===== src/hdl/dbig_map.svh =====
/*
 * register offsets, field positions and reset values for the display bus glue.
 * assumes inclusion by bare name from the design files.
 */
`ifndef DBIG_MAP_SVH
`define DBIG_MAP_SVH

// i/o port addresses (10 decoded address bits)
`define DBIG_PORT_MISC      10'h3C2
`define DBIG_PORT_MONO_STAT 10'h3BA
`define DBIG_PORT_COL_STAT  10'h3DA
`define DBIG_PORT_MONO_CRTA 10'h3B4
`define DBIG_PORT_COL_CRTA  10'h3D4
`define DBIG_PORT_MONO_CRTD 10'h3B5
`define DBIG_PORT_COL_CRTD  10'h3D5
`define DBIG_PORT_PEN_SET_C 10'h3DC
`define DBIG_PORT_PEN_SET_M 10'h3B9
`define DBIG_PORT_PEN_CLR_C 10'h3DB
`define DBIG_PORT_PEN_CLR_M 10'h3BB
// crtc index of the emulation mode register
`define DBIG_IDX_EMU        8'hFF
`define DBIG_IDX_RST        8'h00

// reset values
`define DBIG_MISC_RST       8'h00
`define DBIG_FEAT_RST       8'h00
`define DBIG_EMU_RST        8'h00

// field positions
`define DBIG_MISC_SEL_LO    2
`define DBIG_MISC_SEL_HI    3
`define DBIG_EMU_MODE_LO    0
`define DBIG_EMU_MODE_HI    1
`define DBIG_IS0_SWITCH     4
`define DBIG_IS0_FEAT0      5
`define DBIG_IS0_FEAT1      6
`define DBIG_IS1_PEN_LATCH  1
`define DBIG_IS1_PEN_SW     2
`define DBIG_MONO_HRT       0
`define DBIG_MONO_VID       3
`define DBIG_MONO_VRT       7
`define DBIG_COL_VRT        3
`define DBIG_FEAT_OUT0      0
`define DBIG_FEAT_OUT1      1

// memory decode
`define DBIG_DISP_SEG       3'h5
`define DBIG_ROM_SEG        6'h30
// i/o pages holding the register groups (address bits 9..4)
`define DBIG_IO_BLK_MONO    6'h3B
`define DBIG_IO_BLK_ENH     6'h3C
`define DBIG_IO_BLK_COL     6'h3D

`endif


===== src/hdl/dbig_pkg.sv =====
/*
 * types shared by the display bus glue.
 * defines its own mode encodings; assumes they match the emulation mode field of the map header.
 */
package dbig_pkg;
    // emulation mode selects which status layout appears at the status ports
    typedef enum logic [1:0] {
        DBIG_MODE_ENHANCED = 2'b00,
        DBIG_MODE_COLOUR = 2'b01,
        DBIG_MODE_MONO = 2'b10,
        DBIG_MODE_RSVD = 2'b11
    } dbig_mode_t;
endpackage : dbig_pkg


===== src/hdl/dbig_sync3.sv =====
/*
 * three-flop input synchroniser; the output changes once stages two and three agree.
 * assumes an asynchronous input and one clock.
 */
`timescale 1ns/1ps
module dbig_sync3 #(
    parameter logic RST_VAL = 1'b1
) (
    // clock and reset
    input wire logic i_ref_clk,
    input wire logic i_rst_n,
    // signal
    input wire logic i_async,
    output logic o_sync
);
    logic s1_reg;
    logic s2_reg;
    logic s3_reg;
    logic out_reg;
    // first stage is read only by the second
    always_ff @(posedge i_ref_clk or negedge i_rst_n) begin
        if (!i_rst_n) begin
            s1_reg <= RST_VAL;
            s2_reg <= RST_VAL;
            s3_reg <= RST_VAL;
            out_reg <= RST_VAL;
        end else begin
            s1_reg <= i_async;
            s2_reg <= s1_reg;
            s3_reg <= s2_reg;
            if (s2_reg == s3_reg) begin
                out_reg <= s3_reg;
            end
        end
    end
    assign o_sync = out_reg;
endmodule : dbig_sync3


===== src/hdl/dbig_top.sv =====
/*
 * display bus glue: memory window decode, rom enables, local data transceiver,
 * status assembly, feature control and light pen latch.
 * assumes i_ref_clk is the expansion bus clock, bus strobes are active low
 * pins, and the controller drives the local bus on reads it owns.
 */
`timescale 1ns/1ps
`include "dbig_map.svh"
module dbig_top
    import dbig_pkg::*;
(
    // clock and resets
    input wire logic i_ref_clk,
    input wire logic i_rst_n,
    input wire logic i_sys_reset,
    // system bus control
    input wire logic [19:0] i_sys_addr,
    input wire logic i_aen,
    input wire logic i_memr_n,
    input wire logic i_memw_n,
    input wire logic i_ior_n,
    input wire logic i_iow_n,
    input wire logic i_dack_n,
    // system data bus
    input wire logic [7:0] i_sys_data,
    output logic [7:0] o_sys_data,
    output logic o_sys_data_oe,
    // local data bus
    input wire logic [7:0] i_local_data,
    output logic [7:0] o_local_data,
    output logic o_local_data_oe,
    // memory decode
    output logic o_display_mem_select_n,
    output logic o_buffered_addr_bit16,
    output logic o_rom_write_enable_n,
    output logic o_rom_output_enable_n,
    // light pen
    input wire logic i_pen_trigger_in,
    input wire logic i_pen_switch_in,
    output logic o_pen_capture_strobe,
    // feature connector and switches
    input wire logic i_feature_code_in_0,
    input wire logic i_feature_code_in_1,
    output logic o_feature_ctl_out_0,
    output logic o_feature_ctl_out_1,
    input wire logic i_switch_sense,
    output logic o_switch_select_0,
    output logic o_switch_select_1,
    // controller video status
    input wire logic i_hretrace_in,
    input wire logic i_vretrace_in,
    input wire logic i_sec_blue_mono_video_in
);

    // synchronised pins
    logic iow_n_s;
    logic pen_trig_s;
    logic pen_sw_s;
    logic feat0_s;
    logic feat1_s;
    logic switch_s;
    logic hrt_s;
    logic vrt_s;
    logic vid_s;

    dbig_sync3 #(.RST_VAL(1'b1)) u_sync_iow (
        .i_ref_clk(i_ref_clk), .i_rst_n(i_rst_n), .i_async(i_iow_n), .o_sync(iow_n_s)
    );
    dbig_sync3 #(.RST_VAL(1'b1)) u_sync_pen (
        .i_ref_clk(i_ref_clk), .i_rst_n(i_rst_n), .i_async(i_pen_trigger_in),
        .o_sync(pen_trig_s)
    );
    dbig_sync3 #(.RST_VAL(1'b1)) u_sync_psw (
        .i_ref_clk(i_ref_clk), .i_rst_n(i_rst_n), .i_async(i_pen_switch_in),
        .o_sync(pen_sw_s)
    );
    dbig_sync3 #(.RST_VAL(1'b0)) u_sync_f0 (
        .i_ref_clk(i_ref_clk), .i_rst_n(i_rst_n), .i_async(i_feature_code_in_0),
        .o_sync(feat0_s)
    );
    dbig_sync3 #(.RST_VAL(1'b0)) u_sync_f1 (
        .i_ref_clk(i_ref_clk), .i_rst_n(i_rst_n), .i_async(i_feature_code_in_1),
        .o_sync(feat1_s)
    );
    dbig_sync3 #(.RST_VAL(1'b0)) u_sync_sw (
        .i_ref_clk(i_ref_clk), .i_rst_n(i_rst_n), .i_async(i_switch_sense),
        .o_sync(switch_s)
    );
    dbig_sync3 #(.RST_VAL(1'b0)) u_sync_hrt (
        .i_ref_clk(i_ref_clk), .i_rst_n(i_rst_n), .i_async(i_hretrace_in), .o_sync(hrt_s)
    );
    dbig_sync3 #(.RST_VAL(1'b0)) u_sync_vrt (
        .i_ref_clk(i_ref_clk), .i_rst_n(i_rst_n), .i_async(i_vretrace_in), .o_sync(vrt_s)
    );
    dbig_sync3 #(.RST_VAL(1'b0)) u_sync_vid (
        .i_ref_clk(i_ref_clk), .i_rst_n(i_rst_n), .i_async(i_sec_blue_mono_video_in),
        .o_sync(vid_s)
    );

    // registers
    logic [7:0] misc_output_control_reg;
    logic [7:0] feature_control_reg;
    logic [7:0] emulation_mode_control_reg;
    logic [7:0] crtc_index_reg;
    logic pen_latch_reg;
    logic pen_strobe_reg;
    logic pen_prev_reg;
    logic iow_prev_reg;
    logic [7:0] sys_data_reg;
    logic [7:0] local_data_reg;

    // memory decode; strobes gated by dma acknowledge
    wire mem_rd = !i_memr_n && i_dack_n;
    wire mem_wr = !i_memw_n && i_dack_n;
    wire disp_hit = (i_sys_addr[19:17] == `DBIG_DISP_SEG);
    wire rom_hit = (i_sys_addr[19:14] == `DBIG_ROM_SEG);
    assign o_display_mem_select_n = !disp_hit;
    assign o_buffered_addr_bit16 = i_sys_addr[16];
    assign o_rom_write_enable_n = !(mem_wr && rom_hit);
    assign o_rom_output_enable_n = !(mem_rd && rom_hit);

    // i/o decode; address enable means a dma cycle owns the bus
    wire [9:0] io_addr = i_sys_addr[9:0];
    wire io_ok = !i_aen;
    wire io_rd = io_ok && !i_ior_n;
    // write acts once, on the synchronised falling edge of the strobe
    wire io_wr = io_ok && iow_prev_reg && !iow_n_s;
    dbig_mode_t mode;
    assign mode = dbig_mode_t'(emulation_mode_control_reg[`DBIG_EMU_MODE_HI:`DBIG_EMU_MODE_LO]);
    wire is_mono = (mode == DBIG_MODE_MONO);
    wire is_col = (mode == DBIG_MODE_COLOUR);
    wire hit_misc = (io_addr == `DBIG_PORT_MISC);
    wire hit_stat = (io_addr == `DBIG_PORT_MONO_STAT) || (io_addr == `DBIG_PORT_COL_STAT);
    wire hit_crta = (io_addr == `DBIG_PORT_MONO_CRTA) || (io_addr == `DBIG_PORT_COL_CRTA);
    wire hit_crtd = (io_addr == `DBIG_PORT_MONO_CRTD) || (io_addr == `DBIG_PORT_COL_CRTD);
    wire hit_emu = hit_crtd && (crtc_index_reg == `DBIG_IDX_EMU);
    wire hit_pset = is_mono ? (io_addr == `DBIG_PORT_PEN_SET_M)
                            : (io_addr == `DBIG_PORT_PEN_SET_C);
    wire hit_pclr = is_mono ? (io_addr == `DBIG_PORT_PEN_CLR_M)
                            : (io_addr == `DBIG_PORT_PEN_CLR_C);
    // colour mode also treats reads of the set/clear ports as triggers
    wire io_rd_edge = io_rd && is_col;
    wire sw_set = hit_pset && io_wr;
    wire sw_clr = hit_pclr && io_wr;

    // light pen edge from two successive synchronised samples
    wire pen_fall = pen_prev_reg && !pen_trig_s;

    // status assembly
    logic [7:0] stat0;
    logic [7:0] stat1;
    always_comb begin
        stat0 = 8'h00;
        stat0[`DBIG_IS0_SWITCH] = switch_s;
        stat0[`DBIG_IS0_FEAT0] = feat0_s;
        stat0[`DBIG_IS0_FEAT1] = feat1_s;
        stat1 = 8'h00;
        stat1[`DBIG_IS1_PEN_LATCH] = pen_latch_reg;
        stat1[`DBIG_IS1_PEN_SW] = pen_sw_s;
        case (mode)
            DBIG_MODE_MONO: begin
                stat1[`DBIG_MONO_HRT] = hrt_s;
                stat1[`DBIG_MONO_VID] = vid_s;
                stat1[`DBIG_MONO_VRT] = vrt_s;
            end
            DBIG_MODE_COLOUR: begin
                stat1[`DBIG_COL_VRT] = vrt_s;
            end
            default: begin
                stat1[`DBIG_COL_VRT] = vrt_s;
            end
        endcase
    end

    // read data: own registers drive the system bus, else local bus passes through
    wire own_rd = hit_misc || hit_stat || hit_emu;
    wire [7:0] own_data = hit_misc ? stat0 :
                          hit_stat ? stat1 : emulation_mode_control_reg;
    // drive the system bus only for cycles of this subsystem, so other cards never collide
    // limitation: controller registers outside these three pages are not passed through
    wire io_page = (io_addr[9:4] == `DBIG_IO_BLK_MONO) || (io_addr[9:4] == `DBIG_IO_BLK_ENH) ||
                   (io_addr[9:4] == `DBIG_IO_BLK_COL);
    wire mem_page = disp_hit || rom_hit;
    wire rd_any = (io_rd && io_page) || (mem_rd && mem_page);
    wire [7:0] rd_data = (io_rd && own_rd) ? own_data : i_local_data;
    assign o_sys_data = sys_data_reg;
    assign o_sys_data_oe = rd_any;
    // local bus driven toward controller and rom on writes only
    assign o_local_data = local_data_reg;
    assign o_local_data_oe = !rd_any && ((io_ok && !i_iow_n) || mem_wr);

    // switch select and feature outputs straight from registers
    assign o_switch_select_0 = misc_output_control_reg[`DBIG_MISC_SEL_LO];
    assign o_switch_select_1 = misc_output_control_reg[`DBIG_MISC_SEL_HI];
    assign o_feature_ctl_out_0 = feature_control_reg[`DBIG_FEAT_OUT0];
    assign o_feature_ctl_out_1 = feature_control_reg[`DBIG_FEAT_OUT1];
    assign o_pen_capture_strobe = pen_strobe_reg;

    // per-register write strobes; system reset outranks a write in the same cycle
    wire wr_misc = io_wr && hit_misc;
    wire wr_feat = io_wr && hit_stat;
    wire wr_emu = io_wr && hit_emu;
    wire wr_index = io_wr && hit_crta;

    // miscellaneous output register; system reset acts synchronously on the bus clock
    always_ff @(posedge i_ref_clk or negedge i_rst_n) begin
        if (!i_rst_n) begin
            misc_output_control_reg <= `DBIG_MISC_RST;
        end else if (i_sys_reset) begin
            misc_output_control_reg <= `DBIG_MISC_RST;
        end else if (wr_misc) begin
            misc_output_control_reg <= i_sys_data;
        end
    end

    // feature control register, written through either status port
    always_ff @(posedge i_ref_clk or negedge i_rst_n) begin
        if (!i_rst_n) begin
            feature_control_reg <= `DBIG_FEAT_RST;
        end else if (i_sys_reset) begin
            feature_control_reg <= `DBIG_FEAT_RST;
        end else if (wr_feat) begin
            feature_control_reg <= i_sys_data;
        end
    end

    // emulation mode register; only crtc index 0xFF reaches it,
    // so writes to the controller's own crtc registers leave the mode alone
    always_ff @(posedge i_ref_clk or negedge i_rst_n) begin
        if (!i_rst_n) begin
            emulation_mode_control_reg <= `DBIG_EMU_RST;
        end else if (i_sys_reset) begin
            emulation_mode_control_reg <= `DBIG_EMU_RST;
        end else if (wr_emu) begin
            emulation_mode_control_reg <= i_sys_data;
        end
    end

    // crtc index; cleared with the rest so a stale index cannot alias the mode register
    always_ff @(posedge i_ref_clk or negedge i_rst_n) begin
        if (!i_rst_n) begin
            crtc_index_reg <= `DBIG_IDX_RST;
        end else if (i_sys_reset) begin
            crtc_index_reg <= `DBIG_IDX_RST;
        end else if (wr_index) begin
            crtc_index_reg <= i_sys_data;
        end
    end

    // light pen latch: set wins over clear, only software clears
    always_ff @(posedge i_ref_clk or negedge i_rst_n) begin
        if (!i_rst_n) begin
            pen_latch_reg <= 1'b0;
            pen_strobe_reg <= 1'b0;
            pen_prev_reg <= 1'b1;
            iow_prev_reg <= 1'b1;
        end else begin
            pen_prev_reg <= pen_trig_s;
            iow_prev_reg <= iow_n_s;
            if (pen_fall || sw_set || (io_rd_edge && hit_pset)) begin
                pen_latch_reg <= 1'b1;
            end else if (sw_clr || (io_rd_edge && hit_pclr)) begin
                pen_latch_reg <= 1'b0;
            end
            pen_strobe_reg <= pen_fall ? 1'b1 : !pen_trig_s && pen_strobe_reg;
        end
    end

    // data registers follow the selected source each cycle
    always_ff @(posedge i_ref_clk or negedge i_rst_n) begin
        if (!i_rst_n) begin
            sys_data_reg <= 8'h00;
            local_data_reg <= 8'h00;
        end else begin
            sys_data_reg <= rd_data;
            local_data_reg <= i_sys_data;
        end
    end

endmodule : dbig_top


===== config.mk =====
export PLATFORM = sky130hd
export DESIGN_NAME = dbig_top
export DESIGN_NICKNAME = d
export VERILOG_FILES = /design/src/hdl/dbig_pkg.sv /design/src/hdl/dbig_sync3.sv /design/src/hdl/dbig_top.sv
export VERILOG_INCLUDE_DIRS = /design/src /design/src/hdl
export SDC_FILE = /design/constraint.sdc
export NUM_CORES = 1
export LEC_CHECK = 0
export BUFFER_PORTS_ARGS = -buffer_cell sky130_fd_sc_hd__buf_2
export CAP_MARGIN = 20
export CELL_PAD_IN_SITES_DETAIL_PLACEMENT = 0
export CELL_PAD_IN_SITES_GLOBAL_PLACEMENT = 1
export CORE_ASPECT_RATIO = 1.4
export CORE_MARGIN = 4
export CORE_UTILIZATION = 44
export DETAILED_ROUTE_END_ITERATION = 16
export HOLD_SLACK_MARGIN = 0.06
export PLACE_DENSITY = 0.93
export SLEW_MARGIN = 20
export SYNTH_ARGS = -nofsm -noshare
export SYNTH_HDL_FRONTEND = slang
export SYNTH_SLANG_ARGS = --single-unit

===== constraint.sdc =====
create_clock -name i_ref_clk -period 2.9 [get_ports i_ref_clk]
set_input_delay 0.29 -clock i_ref_clk [delete_from_list [all_inputs] [get_ports i_ref_clk]]
set_output_delay 0.29 -clock i_ref_clk [all_outputs]
set_load 0.02 [all_outputs]

Word-level counts from Yosys, hierarchy flattened:

Index checks and enable logic that the tools add are counted.

* flip-flop bits (word level): 78
* output and inout bits: 27

* equality and inequality tests: 28
* mux-type cells: 19
* reductions and logical operators: 53

Operator list (count)
* $eq A10 B10 Y1 const B: 11
* $mux W8: 7
* $eq A6 B6 Y1 const B: 4
* $logic_and A1 B1 Y1: 24
* $logic_or A1 B1 Y1: 13
* $logic_not A1 Y1: 11
* $reduce_bool A2 Y1: 5
* $eq A1 B1 Y1: 9
* $eq A8 B8 Y1 const B: 1
* $mux W1: 8
* $mux W4: 2
* $mux W2: 2
* $eq A3 B3 Y1 const B: 1
* $eq A2 B1 Y1 const B: 1
* $eq A2 B2 Y1 const B: 1

Longest topological paths before layout:

Gate-level depths: netlist of run 1.

* depth after elaboration: 7
* gate-level depth with buffers: 6
* mapped depth without buffers: 5

Hierarchy:

Synthesis of run 1 repeated with hierarchy kept, for this count alone.

* cell total of the unflattened synthesis: 212
* area, all modules: 2877.8 um^2

Modules (own cells, without submodules)
* dbig_top: instances 1, cells an instance 167, area each 1860.5 um^2, seq. area each 1003.5 um^2
* dbig_sync3 at u_sync_f0 ...: instances 6, cells an instance 5, area each 111.4 um^2, seq. area each 100.1 um^2
* dbig_sync3 at u_sync_iow ...: instances 3, cells an instance 5, area each 116.4 um^2, seq. area each 105.1 um^2

Least setup slack after synthesis of run 1:

OpenSTA, ideal clock, no wires.

* kind: input-to-reg
* from: in i_sys_addr[3]
* to: reg sys_data_reg[0] (netlist: o_sys_data[0])
* library setup time: 125 ps
* arrival time: 1605 ps
* path slack: 1170 ps
* cell stages on the path: 6
* path buffers: 1
* path through: buf_6 nand4b_1 nor3b_1 nand3_4 a21boi_4 mux2_2

* word-level cells in the longest chain between the ends: 6

Ends and longest elaborated chain
* start, declared: RTL line dbig_top.sv:17 `input wire logic [19:0] i_sys_addr,`
* $eq A10 B10 Y1 (no source line)
* $logic_or A1 B1 Y1 (on tied branches): RTL line dbig_top.sv:133, dbig_top.sv:135
* $logic_or A1 B1 Y1 / $logic_and A1 B1 Y1 (equally long branches): RTL line dbig_top.sv:176, dbig_top.sv:136
* $logic_or A1 B1 Y1: RTL line dbig_top.sv:176 `wire own_rd = hit_misc || hit_stat || hit_emu;`
* $logic_and A1 B1 Y1: RTL line dbig_top.sv:185 `wire [7:0] rd_data = (io_rd && own_rd) ? own_data : i_local_data;`
* $mux W8 (*): RTL line dbig_top.sv:185
* net rd_data[0]: RTL line dbig_top.sv:185
* end signal, assigned: RTL line dbig_top.sv:275 `sys_data_reg <= rd_data;`
* end, declared: RTL line dbig_top.sv:109 `logic [7:0] sys_data_reg;`

The timed path passes the listed nets; every way through them passes the cells marked *.
A chain may end at the register's enable or synchronous reset.

Worst setup path in the final report of run 1:

* from: reg iow_prev_reg
* to: reg crtc_index_reg[3]

* word-level cells in the longest chain between the ends: 4

Ends and longest elaborated chain
* start, declared: RTL line dbig_top.sv:108 `logic iow_prev_reg;`
* start signal, assigned: RTL line dbig_top.sv:259 `iow_prev_reg <= iow_n_s;`
* $logic_and A1 B1 Y1 (2 in a row): RTL line dbig_top.sv:127 `wire io_wr = io_ok && iow_prev_reg && !iow_n_s;`
* $logic_and A1 B1 Y1: RTL line dbig_top.sv:203 `wire wr_index = io_wr && hit_crta;`
* $reduce_bool A2 Y1 (no source line)
* end signal, assigned: RTL line dbig_top.sv:242 `` crtc_index_reg <= `DBIG_IDX_RST; ``
* end signal, assigned: RTL line dbig_top.sv:244 `` crtc_index_reg <= `DBIG_IDX_RST; ``
* end signal, assigned: RTL line dbig_top.sv:246 `crtc_index_reg <= i_sys_data;`
* end, declared: RTL line dbig_top.sv:104 `logic [7:0] crtc_index_reg;`

Every way passes these cells.

==> results of run 1 <==
[area by class of cell]
class / count / share of cell area (%)
sequential: 76 / 49.85
multi-input combinational: 148 / 28.11
timing repair buffer: 89 / 13.65
clock buffer: 9 / 3.217
tap: 92 / 2.990
clock inverter: 7 / 1.982
inverter: 2 / 0.1950
[layout by cell type, fill, tap and decap left out, types with 6 or more instances in the layout]
cell type       n
buf_2          75
dfrtp_1        62
nor2_1         31
mux2i_1        22
dfstp_2        14
dlygate4sd3_1  13
nand2_1        10
maj3_1          9
clkbuf_8        9
mux2_2          8
nand3_1         7
a22oi_1         7
o2bb2ai_1       7
nand2b_1        6
o21ai_0         6
[worst max-delay path, delay by kind of cell (launching register included)]
| family | cells | cell delay (ns) |
|---|---|---|
| DFF | 1 | 0.52 |
| and+or+nand+nor | 4 | 1.06 |
| muxes | 1 | 0.26 |
[power by group through the flow]
stage          sequential (W)  clock [W]  combinational (W)
2_1_floorplan         0.00117          0          0.0000572
3_3_place_gp          0.00116          0           0.000164
3_5_place_dp          0.00116          0           0.000167
4_1_cts               0.00114   0.000806           0.000179
5_1_grt               0.00115   0.000860           0.000198
6_report              0.00114   0.000786           0.000178
[cells by family after synthesis]
logic type / after synthesis / share of synthesized area (%)
AOI/OAI and AO/OA: 28 / 7.449
xor gates and xnor gates: 1 / 0.2881
adders and majority gates: 9 / 2.963
buffers and inverters: 7 / 1.276
DFF: 76 / 63.13
muxes: 30 / 10.21
and+or+nand+nor: 80 / 14.69
[through the flow]
stage                     setup slack (ns)  power (W)
final                               0.9507   0.002103
after global routing                0.7469   0.002203
after CTS                           0.9604   0.002125
after detailed placement            0.8492   0.001327
after global placement              0.8918   0.001322
after floorplan                      1.170   0.001228
[worst max-delay path by stage]
stage	from	to	slack, ns	cells after the start
finish	iow_prev_reg	crtc_index_reg[3]	0.95	5
global placement	i_sys_addr[5]	o_sys_data[6]	0.89	6
CTS	iow_prev_reg	crtc_index_reg[3]	0.96	5
global route	iow_prev_reg	crtc_index_reg[3]	0.75	5
detailed placement	i_sys_addr[5]	o_sys_data[0]	0.85	6
floorplan	i_sys_addr[3]	o_sys_data[0]	1.17	6
[metal layers]
metal | vias up | global-route usage, % | part of all wire [%]
li1 | 1017 | - | -
met1 | 1035 | 19.98 | 42
met2 | 60 | 28.62 | 52
met3 | 7 | 4.068 | 5.0
met4 | 0 | 6.000 | 1.6
met5 | - | 0 | 0
==> impl_metrics.toml, run 1 <==
[timing]
setup_viol = 0
hold-worst-slack_ns = 0.08783
period_share_pct = 67.22
final.setup_skew_ns = 0.008604
max_freq_ghz = 0.5130
rsz0062_at_grt = "no"
worst_pin_slew_ns = 0.6064
drv_slew = 0
final_hold_viol_count = 0
finalWorstPathRequiredPeriod_ns = 1.949
max_slew_margin_pct = 59.15
final.setup.tns_ns = 0

[worst_hold_path]
hp-class = "input port to flop"
min_to = "o_local_data[0]"
min_from = "i_sys_data[0]"
worstHoldPathCells = 1

[die]
die_h_um = 106.4
start_util_pct = 45.68
io_pins = 80
core_region_area_um2 = 6656
die_x_um = 78.26
core.rowCount = 35
dieArea_um2 = 8323

[worst_setup_path]
cp_max_fo = 8
worstSetupPathType = "flop to flop"
start_kind = "flop"
cpPeakStageDelay_ns = 0.52
crit_arrival_ns = 2.18
cp-end-kind = "flop"
path_cells = "nand2b_1, nor3_1, nand4_2, mux2i_1, nor2_1"
timing.rr.start = "iow_prev_reg"
ff2ff_path_depth = 5
r2r-end = "crtc_index_reg[3]"
cp_data_required_time_ns = 3.13
r2r_slack_ns = 0.95
crit_slowest_cell = "dfstp_2"

[route]
wl_um = 6202
firstDrtPassIters = 4
ant_nets = 0
routedWlPerCell_um = 14.66
via_count = 2119
drc = 0
dr.first_iter.drc_count = 125
viasPerCell = 5.009

[logic_synthesis]
synth_ff_type = "dfrtp_1"
seq_area_frac_synth_pct = 63.13
async_reset_ff_share_pct = 100.0
syn_inst = 231
yosysWarnings = 0
synth_commonest_cells = "dfrtp_1 (62), nor2_1 (31), mux2i_1 (22)"
synthDistinctLibCells = 39
synth_area_leaders = "dfrtp_1 (51%), dfstp_2 (12%), mux2i_1 (7.2%)"
syn_nets = 284
synth_most_common_cell = "dfrtp_1"
synth_top_area_share_pct = 51.03
syn_area_um2 = 3040
synth_edf_count = 0
synth_seq_cells = 76
avgSynthCellArea_um2 = 13.16
yosys.area.top_type = "dfrtp_1"

[global_route]
grt_pass1_vias = 2203
grt_pass1_wl_um = 10620
overflow = 0
grt_usage_pct = 16.58
grt_max_degree = 61
antenna_found_initial = 0

[cts]
clk_latency_ns = 0.35
cts_setup_buffers = 0
ctsHoldBuffers = 10
clock-sinks = 76
clkTransAtPathRegs_ns = 0.09
cts.repair.resized = 0
cts_buffers = 9
clock_tree.htree_level_count = 3
cts.path.max_buffers = 2
cts_tree = "built"
cts_root_buffer = "clkbuf_8"

[run]
cap_viol_max_count = 0

[power]
power_frac_comb_pct = 8.5
cellLeakagePower_nw = 1.806
p_int_w = 0.001535
switching_share_pct = 27.00
clockPowerShare_pct = 37.4
p_seq_share_pct = 54.2
irDropWorstVdd_uv = 269.3
p_per_area_nw_per_um2 = 546.2
power.switching_w = 0.0005678

[final_layout]
stdcell_count = 423
nFillCells = 588
multi_input_area_um2 = 1082
area_growth_pct = 26.63
drive_above_1_share_pct = 36.86
seqCellArea_um2 = 1919
stdcell_area_um2 = 3850
diodes = 0
finish.utilization_pct = 57.84
nets = 379

[outcome]
status = "completed"

[place]
dp_cells = 394
place_congestion = 0.7678
port_buffers = 75
post-dp-hpwl_um = 4557
post_dp_cell_area_um2 = 3520
No activity file was read; power rests on OpenSTA's default activity.
==> run 2: changes to the inputs <==
--- a/config.mk
+++ b/config.mk
@@ -12,10 +12,10 @@
 export CELL_PAD_IN_SITES_GLOBAL_PLACEMENT = 1
 export CORE_ASPECT_RATIO = 1.4
 export CORE_MARGIN = 4
-export CORE_UTILIZATION = 44
+export CORE_UTILIZATION = 41
 export DETAILED_ROUTE_END_ITERATION = 16
 export HOLD_SLACK_MARGIN = 0.06
-export PLACE_DENSITY = 0.93
+export PLACE_DENSITY = 0.88
 export SLEW_MARGIN = 20
 export SYNTH_ARGS = -nofsm -noshare
 export SYNTH_HDL_FRONTEND = slang
==> constraint.sdc (replaced) <==
create_clock -name i_ref_clk -period 1.9 [get_ports i_ref_clk]
set_input_delay 0.19 -clock i_ref_clk [delete_from_list [all_inputs] [get_ports i_ref_clk]]
set_output_delay 0.19 -clock i_ref_clk [all_outputs]
set_load 0.02 [all_outputs]
==> impl_metrics.toml, run 2 (synthesis results as in run 1) <==
[route]
firstDrtPassIters = 6
wl_um = 6679
dr.first_iter.drc_count = 116
via_count = 2209
routedWlPerCell_um = 14.88
drc = 0
viasPerCell = 4.920
ant_nets = 0

[worst_setup_path]
cp_data_required_time_ns = 2.14
cp_max_fo = 8
crit_arrival_ns = 2.01
path_cells = "nand4b_1, nor3b_1, nand3_4, a21boi_4, mux2_2"
r2r-end = "o_sys_data[1]"
cp-end-kind = "flop"
r2r_slack_ns = 0.12
cpPeakStageDelay_ns = 0.38
ff2ff_path_depth = 5
crit_slowest_cell = "dfrtp_1"
start_kind = "flop"
worstSetupPathType = "flop to flop"
timing.rr.start = "crtc_index_reg[0]"

[die]
core_region_area_um2 = 7072
io_pins = 80
core.rowCount = 36
die_x_um = 80.78
die_h_um = 109.9
dieArea_um2 = 8877
start_util_pct = 42.99

[cts]
clock-sinks = 76
cts_buffers = 9
cts.path.max_buffers = 2
cts_setup_buffers = 0
clk_latency_ns = 0.35
cts_tree = "built"
clkTransAtPathRegs_ns = 0.08
clock_tree.htree_level_count = 3
cts_root_buffer = "clkbuf_8"

[final_layout]
drive_above_1_share_pct = 37.57
finish.utilization_pct = 57.01
stdcell_count = 449
layout_commonest_cell = "buf_2"
nets = 402
diodes = 0
area_growth_pct = 32.59
nFillCells = 615
stdcell_area_um2 = 4031
layout_common_cells = "buf_2 (75), dfrtp_1 (62), nor2_1 (31)"

[timing]
finalWorstPathRequiredPeriod_ns = 1.776
rsz0062_at_grt = "no"
setup_viol = 0
period_share_pct = 93.48
drv_slew = 0
final_hold_viol_count = 0
worst_pin_slew_ns = 0.6305
hold-worst-slack_ns = 0.07772
max_slew_margin_pct = 57.52
final.setup_skew_ns = 0.005957
max_freq_ghz = 0.5630
final.setup.tns_ns = 0

[place]
place_congestion = 0.8175
port_buffers = 75
post-dp-hpwl_um = 4891
dp_cells = 409
post_dp_cell_area_um2 = 3613

[global_route]
grt_pass1_vias = 2303
use_met1_pct = 20.15
grt_usage_pct = 16.85
gr-usage-met3_pct = 5.082
antenna_found_initial = 0
grt_pass1_wl_um = 11030
grt_max_degree = 77
top_usage_layer = "met2"
use_met2_pct = 27.84
overflow = 0

[outcome]
status = "completed"

[worst_hold_path]
min_from = "i_local_data[4]"
min_to = "o_sys_data[4]"
worstHoldPathCells = 2
hp-class = "input port to flop"

[run]
cap_viol_max_count = 0

[power]
irDropWorstVdd_uv = 475.8
cellLeakagePower_nw = 1.893
p_per_area_nw_per_um2 = 778.6
==> run 2: cell types whose count changed in the layout (fill, tap and decap cells not counted), sizes merged <==
| cell | change |
|---|---|
| inv | -4 |
| dlygate4sd3 | +11 |
| clkinvlp | +3 |
| clkinv | -1 |
| clkbuf | +2 |
| buf | +12 |
==> run 2: how the worst max path moves through the flow <==
stage | start | end | cells past startpoint
after detailed placement | i_sys_addr[1] | o_sys_data[4] | 6
after global placement | i_sys_addr[2] | o_sys_data[1] | 6
after global routing | iow_prev_reg | crtc_index_reg[1] | 5
after floorplan | i_sys_addr[3] | o_sys_data[0] | 6
after CTS | crtc_index_reg[2] | o_sys_data[4] | 5
final | crtc_index_reg[0] | o_sys_data[1] | 5
==> run 2: what timing repair did <==
item                                    CTS  global route
endpoints found under the setup margin    0             0
hold buffers                             24             0
hold endpoints to repair                 85             0
resized for setup                         0             0
==> run 2: power breakdown <==
group	internal (W)	switching, W
combinational	0.000138	0.000162
clock	0.000512	0.000588
sequential	0.00170	0.0000338
total	0.00235	0.000784
==> run 2: cell type report <==
type,instances,area [um2],share of cell area (%)
Clock buffer,11,141.4,3.507
Clock inverter,5,36.28,0.9001
Inverter,2,7.507,0.1862
Multi-Input combinational cell,148,1082,26.85
Sequential cell,76,1919,47.61
Tap cell,95,118.9,2.948
Timing Repair Buffer,112,725.7,18.00
==> run 2: routing by layer <==
metal  share of wire (%)  wire, um
met5                   0         0
met4                 2.2       150
met3                 5.8       385
met2                  51      3419
met1                  41      2723
==> run 2: per-stage QoR <==
| step | worst slack (ns) | total power (W) |
|---|---|---|
| final | 0.1238 | 0.003139 |
| after global routing | 0.03197 | 0.003279 |
| after CTS | 0.09929 | 0.003186 |
| after detailed placement | 0.05823 | 0.002038 |
| after global placement | 0.07397 | 0.002027 |
| after floorplan | 0.2701 | 0.001874 |
==> run 2: worst max-delay path, delay by kind of cell (launching register included) <==
family / cells / cell delay, ns
AND/OR/NAND/NOR: 3 / 0.55
flip-flops: 1 / 0.38
multiplexers: 1 / 0.38
AO/OA/AOI/OAI: 1 / 0.35
